File: src/rtl/mrcc_pkg.sv
/*
  Package for the mode register and clock control block: register map,
  field positions, reset values, timing constants and bus encodings.
  Assumes a 32-bit AHB-Lite register bus clocked by hclk at 20 MHz.
*/
package mrcc_pkg;

  // ---------------------------------------------------------------
  // Register map (byte addresses)
  // ---------------------------------------------------------------
  localparam logic [7:0] MRCC_OFF_MELODY = 8'h00;
  localparam logic [7:0] MRCC_OFF_IMASK  = 8'h04;
  localparam logic [7:0] MRCC_OFF_DISP   = 8'h08;
  localparam logic [7:0] MRCC_OFF_PORT0  = 8'h0c;
  localparam logic [7:0] MRCC_OFF_PORT1  = 8'h10;
  localparam logic [7:0] MRCC_OFF_PORT2  = 8'h14;
  localparam logic [7:0] MRCC_OFF_FLAGS  = 8'h18;
  localparam logic [7:0] MRCC_OFF_CMD    = 8'h1c;
  localparam logic [7:0] MRCC_OFF_PIN    = 8'h20;

  // ---------------------------------------------------------------
  // Field positions
  // ---------------------------------------------------------------
  localparam int MRCC_MEL_RUN    = 0;
  localparam int MRCC_MEL_END    = 1;
  localparam int MRCC_IM_EXT     = 0;
  localparam int MRCC_IM_DIV     = 2;
  localparam int MRCC_DC_DISP    = 0;
  localparam int MRCC_DC_BOOST   = 1;
  localparam int MRCC_DC_DIVSEL  = 2;
  localparam int MRCC_FL_CARRY   = 0;
  localparam int MRCC_FL_EXT     = 1;
  localparam int MRCC_FL_DIV     = 2;
  localparam int MRCC_CMD_ENDTST = 0;
  localparam int MRCC_CMD_CSET   = 1;
  localparam int MRCC_CMD_CCLR   = 2;
  localparam int MRCC_CMD_ECLR   = 3;
  localparam int MRCC_CMD_DCLR   = 4;

  // ---------------------------------------------------------------
  // Reset values
  // ---------------------------------------------------------------
  localparam logic [3:0] MRCC_RST_MODE = 4'h0;
  localparam logic [3:0] MRCC_RST_PORT = 4'h0;

  // ---------------------------------------------------------------
  // Timing
  // ---------------------------------------------------------------
  localparam int MRCC_HCLK_HZ    = 20000000;
  localparam int MRCC_OSC_HZ     = 32768;
  // Oscillator half period in hclk cycles, rounded down
  localparam int MRCC_OSC_HALF   = MRCC_HCLK_HZ / (2 * MRCC_OSC_HZ);
  localparam int MRCC_RTC_STAGES = 15;
  localparam logic [1:0] MRCC_DIV2 = 2'h1;
  localparam logic [1:0] MRCC_DIV4 = 2'h3;

  // AHB encodings
  localparam logic [1:0] MRCC_HTRANS_NONSEQ = 2'h2;
  localparam logic [2:0] MRCC_HSIZE_WORD    = 3'h2;

endpackage : mrcc_pkg

File: src/rtl/mrcc_clkgen.sv
/*
  Oscillator model, system clock divider and real-time divider chain.
  Produces one-cycle hclk pulses for instruction cycle and final
  real-time tick. Assumes hclk is much faster than the oscillator.
*/
`timescale 1ns/1ps
module mrcc_clkgen
  import mrcc_pkg::*;
#(
  parameter int OSC_HALF   = MRCC_OSC_HALF,
  parameter int RTC_STAGES = MRCC_RTC_STAGES,
  parameter bit TICK_2HZ   = 1'b0
) (
  input  wire logic hclk,
  input  wire logic hresetn,
  input  wire logic div_sel,
  output logic      sys_tick,
  output logic      rtc_tick
);
  typedef struct packed {
    logic [15:0]           pre;
    logic [1:0]            sys;
    logic [RTC_STAGES-1:0] rtc;
    logic                  sys_tick;
    logic                  rtc_tick;
  } mrcc_clk_t;

  mrcc_clk_t c_q;
  mrcc_clk_t c_d;
  logic      osc_edge;
  logic [1:0] sys_top;
  logic [RTC_STAGES-1:0] rtc_top;

  always_comb begin
    c_d = c_q;
    osc_edge = (c_q.pre == 16'(2 * OSC_HALF - 1));
    c_d.pre = osc_edge ? 16'h0000 : c_q.pre + 16'h0001;
    // Divide by 2 or by 4 of the oscillator
    sys_top = div_sel ? MRCC_DIV4 : MRCC_DIV2;
    c_d.sys_tick = 1'b0;
    if (osc_edge) begin
      if (c_q.sys >= sys_top) begin
        c_d.sys = 2'h0;
        c_d.sys_tick = 1'b1;
      end else begin
        c_d.sys = c_q.sys + 2'h1;
      end
    end
    // Final stage at 1 Hz, or one stage earlier at 2 Hz
    rtc_top = TICK_2HZ ? {1'b0, {(RTC_STAGES-1){1'b1}}}
                       : {RTC_STAGES{1'b1}};
    c_d.rtc_tick = 1'b0;
    if (osc_edge) begin
      if (c_q.rtc >= rtc_top) begin
        c_d.rtc = '0;
        c_d.rtc_tick = 1'b1;
      end else begin
        c_d.rtc = c_q.rtc + RTC_STAGES'(1);
      end
    end
  end

  always_ff @(posedge hclk or negedge hresetn) begin
    if (!hresetn) begin
      c_q <= '0;
    end else begin
      c_q <= c_d;
    end
  end

  assign sys_tick = c_q.sys_tick;
  assign rtc_tick = c_q.rtc_tick;
endmodule : mrcc_clkgen

File: src/rtl/mrcc_sync.sv
/*
  Two-flop level synchroniser for pin inputs.
  Assumes the input is asynchronous to hclk.
*/
`timescale 1ns/1ps
module mrcc_sync (
  input  wire logic hclk,
  input  wire logic hresetn,
  input  wire logic async_in,
  output logic      sync_out
);
  typedef struct packed {
    logic meta;
    logic sync;
  } mrcc_sync_t;

  mrcc_sync_t s_q;
  mrcc_sync_t s_d;

  always_comb begin
    s_d.meta = async_in;
    s_d.sync = s_q.meta;
  end

  always_ff @(posedge hclk or negedge hresetn) begin
    if (!hresetn) begin
      s_q <= '0;
    end else begin
      s_q <= s_d;
    end
  end

  assign sync_out = s_q.sync;
endmodule : mrcc_sync

File: src/rtl/mrcc_top.sv
/*
  Mode registers, port output latches, flags and clock control of a
  small 4-bit controller, reached over AHB-Lite. Assumes a single
  master, single word transfers, and external melody and pin logic.
*/
// The register addresses and the AHB-Lite slave port are this design's own decisions.
`timescale 1ns/1ps

// How it works
// - Run bit 0 stops melody, 1 starts from current ROM pointer.
// - End flag set at stop code, cleared only by end test command.
// - External mask 0 blocks external request, 1 accepts it.
// - Divider mask 0 blocks divider request, 1 accepts it.
// - Display bit 0 turns LCD drive off, 1 turns it on.
// - Booster bit 0 stops booster, 1 runs it.
// - Divide select 0 gives oscillator/2, 1 gives oscillator/4.
// - One system clock period equals one instruction cycle.
// - Two-word instructions take two instruction cycles.
// - After reset the system clock runs at divide-by-2.
// - Crystal gives 16.384 or 8.192 kHz; RC gives 20 or 10 kHz.
// - Real-time divider final tick is 1 Hz or 2 Hz by build option.
// - Three port latches drive pins, loaded by output writes.
// - Mode registers are written like the port latches.
// - Input read returns external interrupt pin level in bit 0.
// - Carry, external and divider request flags, settable and testable.
module mrcc_top
  import mrcc_pkg::*;
#(
  parameter int OSC_HALF   = MRCC_OSC_HALF,
  parameter int RTC_STAGES = MRCC_RTC_STAGES,
  parameter bit TICK_2HZ   = 1'b0
) (
  input  wire logic        hclk,
  input  wire logic        hresetn,
  input  wire logic        hsel,
  input  wire logic [31:0] haddr,
  input  wire logic [1:0]  htrans,
  input  wire logic        hwrite,
  input  wire logic [2:0]  hsize,
  input  wire logic [31:0] hwdata,
  input  wire logic        hready,
  output logic      [31:0] hrdata,
  output logic             hreadyout,
  output logic             hresp,
  input  wire logic        ext_int_pin,
  input  wire logic        melody_stop_code,
  input  wire logic        two_word_instr,
  output logic             melody_run_ff,
  output logic             display_on,
  output logic             booster_on,
  output logic             clock_div_select,
  output logic             ext_int_req,
  output logic             divider_int_req,
  output logic             instr_strobe,
  output logic             divider_final_tick,
  output logic      [3:0]  first_output_latch,
  output logic      [3:0]  second_output_latch,
  output logic      [3:0]  third_output_latch
);

  // ---------------------------------------------------------------
  // State
  // ---------------------------------------------------------------
  typedef enum logic [0:0] {
    MRCC_IC_FIRST  = 1'b0,
    MRCC_IC_SECOND = 1'b1
  } mrcc_ic_t;

  // State of the block outside the synchronisers and clock generator, registered in one place
  typedef struct packed {
    logic       ph_wr;
    logic       ph_rd;
    logic [7:0] ph_addr;
    logic [31:0] rdata;
    logic       run;
    logic       mel_end;
    logic       mask_ext;
    logic       mask_div;
    logic       disp;
    logic       boost;
    logic       divsel;
    logic [3:0] p0;
    logic [3:0] p1;
    logic [3:0] p2;
    logic       carry;
    logic       ext_pend;
    logic       div_pend;
    logic       pin_prev;
    logic       stop_prev;
    logic       ext_req;
    logic       div_req;
    mrcc_ic_t   ic;
    logic       istrobe;
    logic       rtc_tick;
  } mrcc_top_t;

  mrcc_top_t r_q;
  mrcc_top_t r_d;

  logic pin_s;
  logic stop_s;
  logic sys_tick;
  logic rtc_tick;

  // ---------------------------------------------------------------
  // Decode helper
  // ---------------------------------------------------------------
  // Exact byte match; upper address bits are not decoded
  function automatic logic mrcc_hit(input logic [7:0] a,
                                    input logic [7:0] off);
    mrcc_hit = (a == off);
  endfunction : mrcc_hit

  // ---------------------------------------------------------------
  // Pin synchronisers and clock generation
  // ---------------------------------------------------------------
  mrcc_sync u_sync_pin (
    .hclk     (hclk),
    .hresetn  (hresetn),
    .async_in (ext_int_pin),
    .sync_out (pin_s)
  );

  mrcc_sync u_sync_stop (
    .hclk     (hclk),
    .hresetn  (hresetn),
    .async_in (melody_stop_code),
    .sync_out (stop_s)
  );

  mrcc_clkgen #(
    .OSC_HALF   (OSC_HALF),
    .RTC_STAGES (RTC_STAGES),
    .TICK_2HZ   (TICK_2HZ)
  ) u_clkgen (
    .hclk     (hclk),
    .hresetn  (hresetn),
    .div_sel  (r_q.divsel),
    .sys_tick (sys_tick),
    .rtc_tick (rtc_tick)
  );

  // ---------------------------------------------------------------
  // Next state
  // ---------------------------------------------------------------
  always_comb begin
    logic       take;
    logic [3:0] wd;
    logic       stop_evt;
    logic       ext_evt;
    logic [31:0] rd;
    take = 1'b0;
    wd = 4'h0;
    stop_evt = 1'b0;
    ext_evt = 1'b0;
    rd = 32'h0000_0000;
    r_d = r_q;
    // Size is not decoded: only whole-word transfers are expected
    take = hsel && hready && (htrans == MRCC_HTRANS_NONSEQ);
    r_d.ph_wr = take && hwrite;
    r_d.ph_rd = take && !hwrite;
    r_d.ph_addr = haddr[7:0];
    wd = hwdata[3:0];

    // Data phase write, one cycle after the address phase
    if (r_q.ph_wr) begin
      if (mrcc_hit(r_q.ph_addr, MRCC_OFF_MELODY)) begin
        // Run bit loads; upper bits are write-zero-only and ignored
        r_d.run = wd[MRCC_MEL_RUN];
      end
      if (mrcc_hit(r_q.ph_addr, MRCC_OFF_IMASK)) begin
        r_d.mask_ext = wd[MRCC_IM_EXT];
        r_d.mask_div = wd[MRCC_IM_DIV];
      end
      if (mrcc_hit(r_q.ph_addr, MRCC_OFF_DISP)) begin
        r_d.disp   = wd[MRCC_DC_DISP];
        r_d.boost  = wd[MRCC_DC_BOOST];
        r_d.divsel = wd[MRCC_DC_DIVSEL];
      end
      if (mrcc_hit(r_q.ph_addr, MRCC_OFF_PORT0)) begin
        r_d.p0 = wd;
      end
      if (mrcc_hit(r_q.ph_addr, MRCC_OFF_PORT1)) begin
        r_d.p1 = wd;
      end
      if (mrcc_hit(r_q.ph_addr, MRCC_OFF_PORT2)) begin
        r_d.p2 = wd;
      end
      if (mrcc_hit(r_q.ph_addr, MRCC_OFF_CMD)) begin
        if (hwdata[MRCC_CMD_ENDTST]) begin
          r_d.mel_end = 1'b0;
        end
        if (hwdata[MRCC_CMD_CCLR]) begin
          r_d.carry = 1'b0;
        end
        if (hwdata[MRCC_CMD_CSET]) begin
          r_d.carry = 1'b1;
        end
        if (hwdata[MRCC_CMD_ECLR]) begin
          r_d.ext_pend = 1'b0;
        end
        if (hwdata[MRCC_CMD_DCLR]) begin
          r_d.div_pend = 1'b0;
        end
      end
    end

    // Hardware events win over a clear in the same cycle
    // The stop code is a level; only its rising edge sets the end flag
    stop_evt = stop_s && !r_q.stop_prev;
    r_d.stop_prev = stop_s;
    if (stop_evt) begin
      r_d.mel_end = 1'b1;
    end
    // Pin idles high; a falling edge marks an external request
    ext_evt = r_q.pin_prev && !pin_s;
    r_d.pin_prev = pin_s;
    if (ext_evt) begin
      r_d.ext_pend = 1'b1;
    end
    if (rtc_tick) begin
      r_d.div_pend = 1'b1;
    end
    r_d.rtc_tick = rtc_tick;

    // Requests lag the pending flags and masks by one cycle
    r_d.ext_req = r_q.ext_pend && r_q.mask_ext;
    r_d.div_req = r_q.div_pend && r_q.mask_div;

    // Instruction cycle strobe; a two-word instruction spends two
    r_d.istrobe = 1'b0;
    if (sys_tick) begin
      case (r_q.ic)
        MRCC_IC_FIRST: begin
          // Length is read only when an instruction starts
          if (two_word_instr) begin
            r_d.ic = MRCC_IC_SECOND;
          end else begin
            r_d.istrobe = 1'b1;
          end
        end
        MRCC_IC_SECOND: begin
          r_d.ic = MRCC_IC_FIRST;
          r_d.istrobe = 1'b1;
        end
        default: begin
          r_d.ic = MRCC_IC_FIRST;
        end
      endcase
    end

    // Read data, registered for the data phase
    // Registers are read as they stand in the address phase, so a read
    // right behind a write to the same register returns the old value
    if (take && !hwrite) begin
      case (haddr[7:0])
        MRCC_OFF_MELODY: rd[1:0] = {r_q.mel_end, r_q.run};
        MRCC_OFF_IMASK:  rd[3:0] = {1'b0, r_q.mask_div, 1'b0, r_q.mask_ext};
        MRCC_OFF_DISP:   rd[3:0] = {1'b0, r_q.divsel, r_q.boost, r_q.disp};
        MRCC_OFF_PORT0:  rd[3:0] = r_q.p0;
        MRCC_OFF_PORT1:  rd[3:0] = r_q.p1;
        MRCC_OFF_PORT2:  rd[3:0] = r_q.p2;
        MRCC_OFF_FLAGS:  rd[2:0] = {r_q.div_pend, r_q.ext_pend, r_q.carry};
        MRCC_OFF_PIN:    rd[0]   = pin_s;
        default:         rd      = 32'h0000_0000;
      endcase
    end
    r_d.rdata = rd;
  end

  // ---------------------------------------------------------------
  // Registers
  // ---------------------------------------------------------------
  always_ff @(posedge hclk or negedge hresetn) begin
    if (!hresetn) begin
      r_q <= '0;
    end else begin
      r_q <= r_d;
    end
  end

  // ---------------------------------------------------------------
  // Outputs
  // ---------------------------------------------------------------
  // Zero wait states: the slave is always ready and always OKAY
  assign hreadyout           = 1'b1;
  assign hresp               = 1'b0;
  assign hrdata              = r_q.rdata;
  assign melody_run_ff       = r_q.run;
  assign display_on          = r_q.disp;
  assign booster_on          = r_q.boost;
  assign clock_div_select    = r_q.divsel;
  assign ext_int_req         = r_q.ext_req;
  assign divider_int_req     = r_q.div_req;
  assign instr_strobe        = r_q.istrobe;
  assign divider_final_tick  = r_q.rtc_tick;
  assign first_output_latch  = r_q.p0;
  assign second_output_latch = r_q.p1;
  assign third_output_latch  = r_q.p2;

endmodule : mrcc_top

File: config.mk
export PLATFORM = sky130hd
export DESIGN_NAME = mrcc_top
export DESIGN_NICKNAME = d
export VERILOG_FILES = /design/src/rtl/mrcc_pkg.sv /design/src/rtl/mrcc_clkgen.sv /design/src/rtl/mrcc_sync.sv /design/src/rtl/mrcc_top.sv
export SDC_FILE = /design/constraint.sdc
export NUM_CORES = 1
export LEC_CHECK = 0
export BUFFER_PORTS_ARGS = -buffer_cell sky130_fd_sc_hd__buf_2
export CORE_ASPECT_RATIO = 1.25
export CORE_MARGIN = 2
export CORE_UTILIZATION = 45
export DETAILED_ROUTE_END_ITERATION = 12
export GPL_ROUTABILITY_DRIVEN = 0
export PLACE_DENSITY = 0.73
export SYNTH_ARGS = -nofsm -noshare
export SYNTH_HDL_FRONTEND = slang
export SYNTH_SLANG_ARGS = --single-unit
export TNS_END_PERCENT = 50
File: constraint.sdc
create_clock -name hclk -period 4.7 [get_ports hclk]
set_input_delay 0.47 -clock hclk [delete_from_list [all_inputs] [get_ports hclk]]
set_output_delay 0.47 -clock hclk [all_outputs]
set_load 0.05 [all_outputs]
==> impl_metrics.tcl <==
set metrics [dict create \
    status "finished, final reports clean" \
    final-hold-violation-count 0 \
    power.leakage_uw 0.002021 \
    p_per_area_nw_per_um2 303.1 \
    vias_per_cell 5.069 \
    num_rows 38 \
    nNetsFinal 479 \
    synth_warnings 0 \
    critPathKind "reg -> reg" \
    syn_area_um2 4004 \
    crit_end "u_clkgen.c_q[6]" \
    clock_latency_ns 0.35 \
    rsz0062_at_grt "false" \
    grt_use_total_pct 16.25 \
    r2r-start "u_clkgen.c_q[20]" \
    cp-startpoint "u_clkgen.c_q[20]" \
    syn_inst 367 \
    numCtsBuffers 9 \
    ff_latch_area_um2 2027 \
    ys_types 61 \
    clock-root-buffer "clkbuf_8" \
    cts_tree "yes" \
    drc 0 \
    timing.final.crit_share_pct 49.20 \
    multi_input_area_um2 1647 \
    grt_pass1_wl_mm 12.08 \
    avgSynthCellArea_um2 10.91 \
    area_growth_pct 6.406 \
    arrival_ns 2.59 \
    htree_levels 3 \
    initial_utilization_pct 46.27 \
    reg2reg_slack_ns 2.39 \
    mostFrequentLayoutCells "81 x dfrtp_1, 45 x buf_2, 30 x conb_1, 28 x nor2_1, 24 x nand2_1" \
    dieArea_um2 9672 \
    diodes 0 \
    die_y_um 109.5 \
    wl_mm 7.462 \
    synthArstFlopShare_pct 100.0 \
    slew_headroom_pct 33.30 \
    fmax_ghz 0.4325 \
    irDropWorstVdd_mv 0.1624 \
    drive_gt1_share_pct 23.38 \
    startpoint_type "flop" \
    cts_resized 0 \
    route.vias.total 2646 \
    pin_count 131 \
    drv_cap 0 \
    synthFlopType "dfrtp_1" \
    ctsHoldBuffers 0 \
    grt_pass1_vias 2515 \
    grt.overflow.total 0 \
    r2r_cells 7 \
    cts.sinks 81 \
    path_max_fanout 21 \
    period_minus_slack_ns 2.312 \
    hold_depth 1 \
    finalClockSkew_ns 0.005544 \
    worstPathRequired_ns 4.97 \
    fin_setup_tns_ns 0 \
    firstDrtPassIters 4 \
    clk_pin_slew_ns 0.08 \
    tightest_slew_ns 1.001 \
    core-area_um2 8653 \
    hold_path_class "in -> reg" \
    post_drt_wl_per_cell_um 14.30 \
    dp.final_hpwl_mm 5.246 \
    report.final.slew_viol_count 0 \
    antenna_left 0 \
    end_kind "flop" \
    post_cts_buffers 0 \
    ys_seq_area_share_pct 50.63 \
    antenna_found_initial 0 \
    io_buffers 46 \
    drt_iter0_markers 138 \
    grt_start_max_net_pins 82 \
    cts_buffer_depth 2 \
    power_uw 1291 \
    synth_seq_cells 81 \
    fillers 804 \
    r2r-end "u_clkgen.c_q[6]" \
    final_common_cell "dfrtp_1" \
    setup_violations 0 \
    die_w_um 88.37 \
    synth-edff-count 0 \
]
[metrics by stage]
step / utilization (%) / worst slack (ns) / std cells / area [µm²] / hold slack, ns
2_1_floorplan: - / 3.120 / 395 / 4109 / 0.1744
3_3_place_gp: 47.35 / 2.513 / 507 / 4098 / 0.3636
3_5_place_dp: 47.35 / 2.437 / 507 / 4098 / 0.3631
4_1_cts: 49.23 / 2.404 / 522 / 4260 / 0.2103
5_1_grt: 49.23 / 2.137 / 522 / 4260 / 0.2021
6_report: 49.23 / 2.388 / 522 / 4260 / 0.2234
[state kept, by name (all words and copies together), names as in the netlist, 4 cells and up]
name	flops
hrdata	4
second_output_latch	4
r_q	18
u_clkgen.c_q	33
first_output_latch	4
third_output_latch	4
[layer usage]
metal,global-route usage (%),wire length (µm),up-vias
met5,0,0,-
met4,5.303,80,0
li1,-,-,1270
met1,19.32,3203,1315
met3,4.279,295,6
met2,28.41,3882,55
[logic make-up after synthesis]
logic type | Yosys count | synth area share [%]
muxes | 26 | 7.125
other | 2 | 0.1876
buffers and inverters | 65 | 10.87
xor gates and xnor gates | 13 | 2.844
and+or+nand+nor | 120 | 17.75
adders and majority gates | 4 | 1.250
AOI/OAI and AO/OA | 56 | 9.344
DFF | 81 | 50.62
[layout make-up]
class / count / share of cell area (%)
Inverter: 11 / 0.9692
Sequential cell: 81 / 47.58
Timing Repair Buffer: 46 / 5.463
Clock buffer: 12 / 3.407
Multi-Input combinational cell: 249 / 38.65
Clock inverter: 3 / 0.4112
Tap cell: 120 / 3.524
[worst min path at each step]
| stage | start | slack, ns | endpoint |
|---|---|---|---|
| final | melody_stop_code | 0.22 | u_sync_stop.s_d[0] |
| after detailed placement | u_sync_stop.s_d[0] | 0.36 | u_sync_stop.sync_out |
| after CTS | melody_stop_code | 0.21 | u_sync_stop.s_d[0] |
| after floorplan | hresetn | 0.17 | booster_on |
| after global placement | u_sync_stop.sync_out | 0.36 | r_q[5] |
| after global routing | melody_stop_code | 0.20 | u_sync_stop.s_d[0] |
[cell usage after synthesis (2+ instances only)]
master | instances | area (µm²)
o211ai_1 | 2 | 15.01
and2_1 | 5 | 31.28
buf_6 | 2 | 22.52
o21a_1 | 2 | 15.01
nor3_1 | 4 | 20.02
o21ai_0 | 8 | 40.04
mux2i_1 | 6 | 60.06
buf_4 | 46 | 345.3
o21ai_1 | 5 | 25.02
ha_1 | 4 | 50.05
nor2b_1 | 3 | 18.77
a2bb2oi_1 | 3 | 26.28
nor3_2 | 2 | 20.02
nand4_1 | 5 | 31.28
xnor2_1 | 11 | 96.34
a22o_1 | 4 | 35.03
nand2_1 | 24 | 90.09
clkbuf_1 | 3 | 11.26
nor2_1 | 28 | 105.1
nor3b_1 | 3 | 22.52
a21oi_1 | 8 | 40.04
a211oi_1 | 2 | 15.01
and4_1 | 4 | 35.03
a21o_1 | 4 | 30.03
mux2_1 | 4 | 45.04
o21ai_2 | 2 | 17.52
xor2_1 | 2 | 17.52
o31ai_1 | 4 | 30.03
mux2_2 | 16 | 180.2
and3_1 | 7 | 43.79
nor3b_2 | 2 | 25.02
conb_1 | 2 | 7.510
buf_2 | 3 | 15.01
nand3_1 | 12 | 60.06
dfrtp_1 | 81 | 2027
a31oi_1 | 7 | 43.79
inv_1 | 11 | 41.29
nor4_1 | 2 | 12.51
nand4b_1 | 2 | 17.52
[worst max-delay path, stage by stage, from the launching register on]
cell,delay [ns]
dfrtp_1,0.41
inv_1,0.07
ha_1,0.12
nor3b_1,0.25
nand4_1,0.76
nor3_1,0.41
a21oi_1,0.06
o21ai_0,0.14
[power breakdown]
part | switching [µW] | internal [µW] | leakage (µW) | total, µW
combinational | 108 | 23.0 | 0.000904 | 131
clock | 239 | 202 | 0.0000822 | 441
sequential | 9.77 | 709 | 0.00103 | 719
total | 357 | 934 | 0.00202 | 1290
Power figures use the tool's default switching activity.
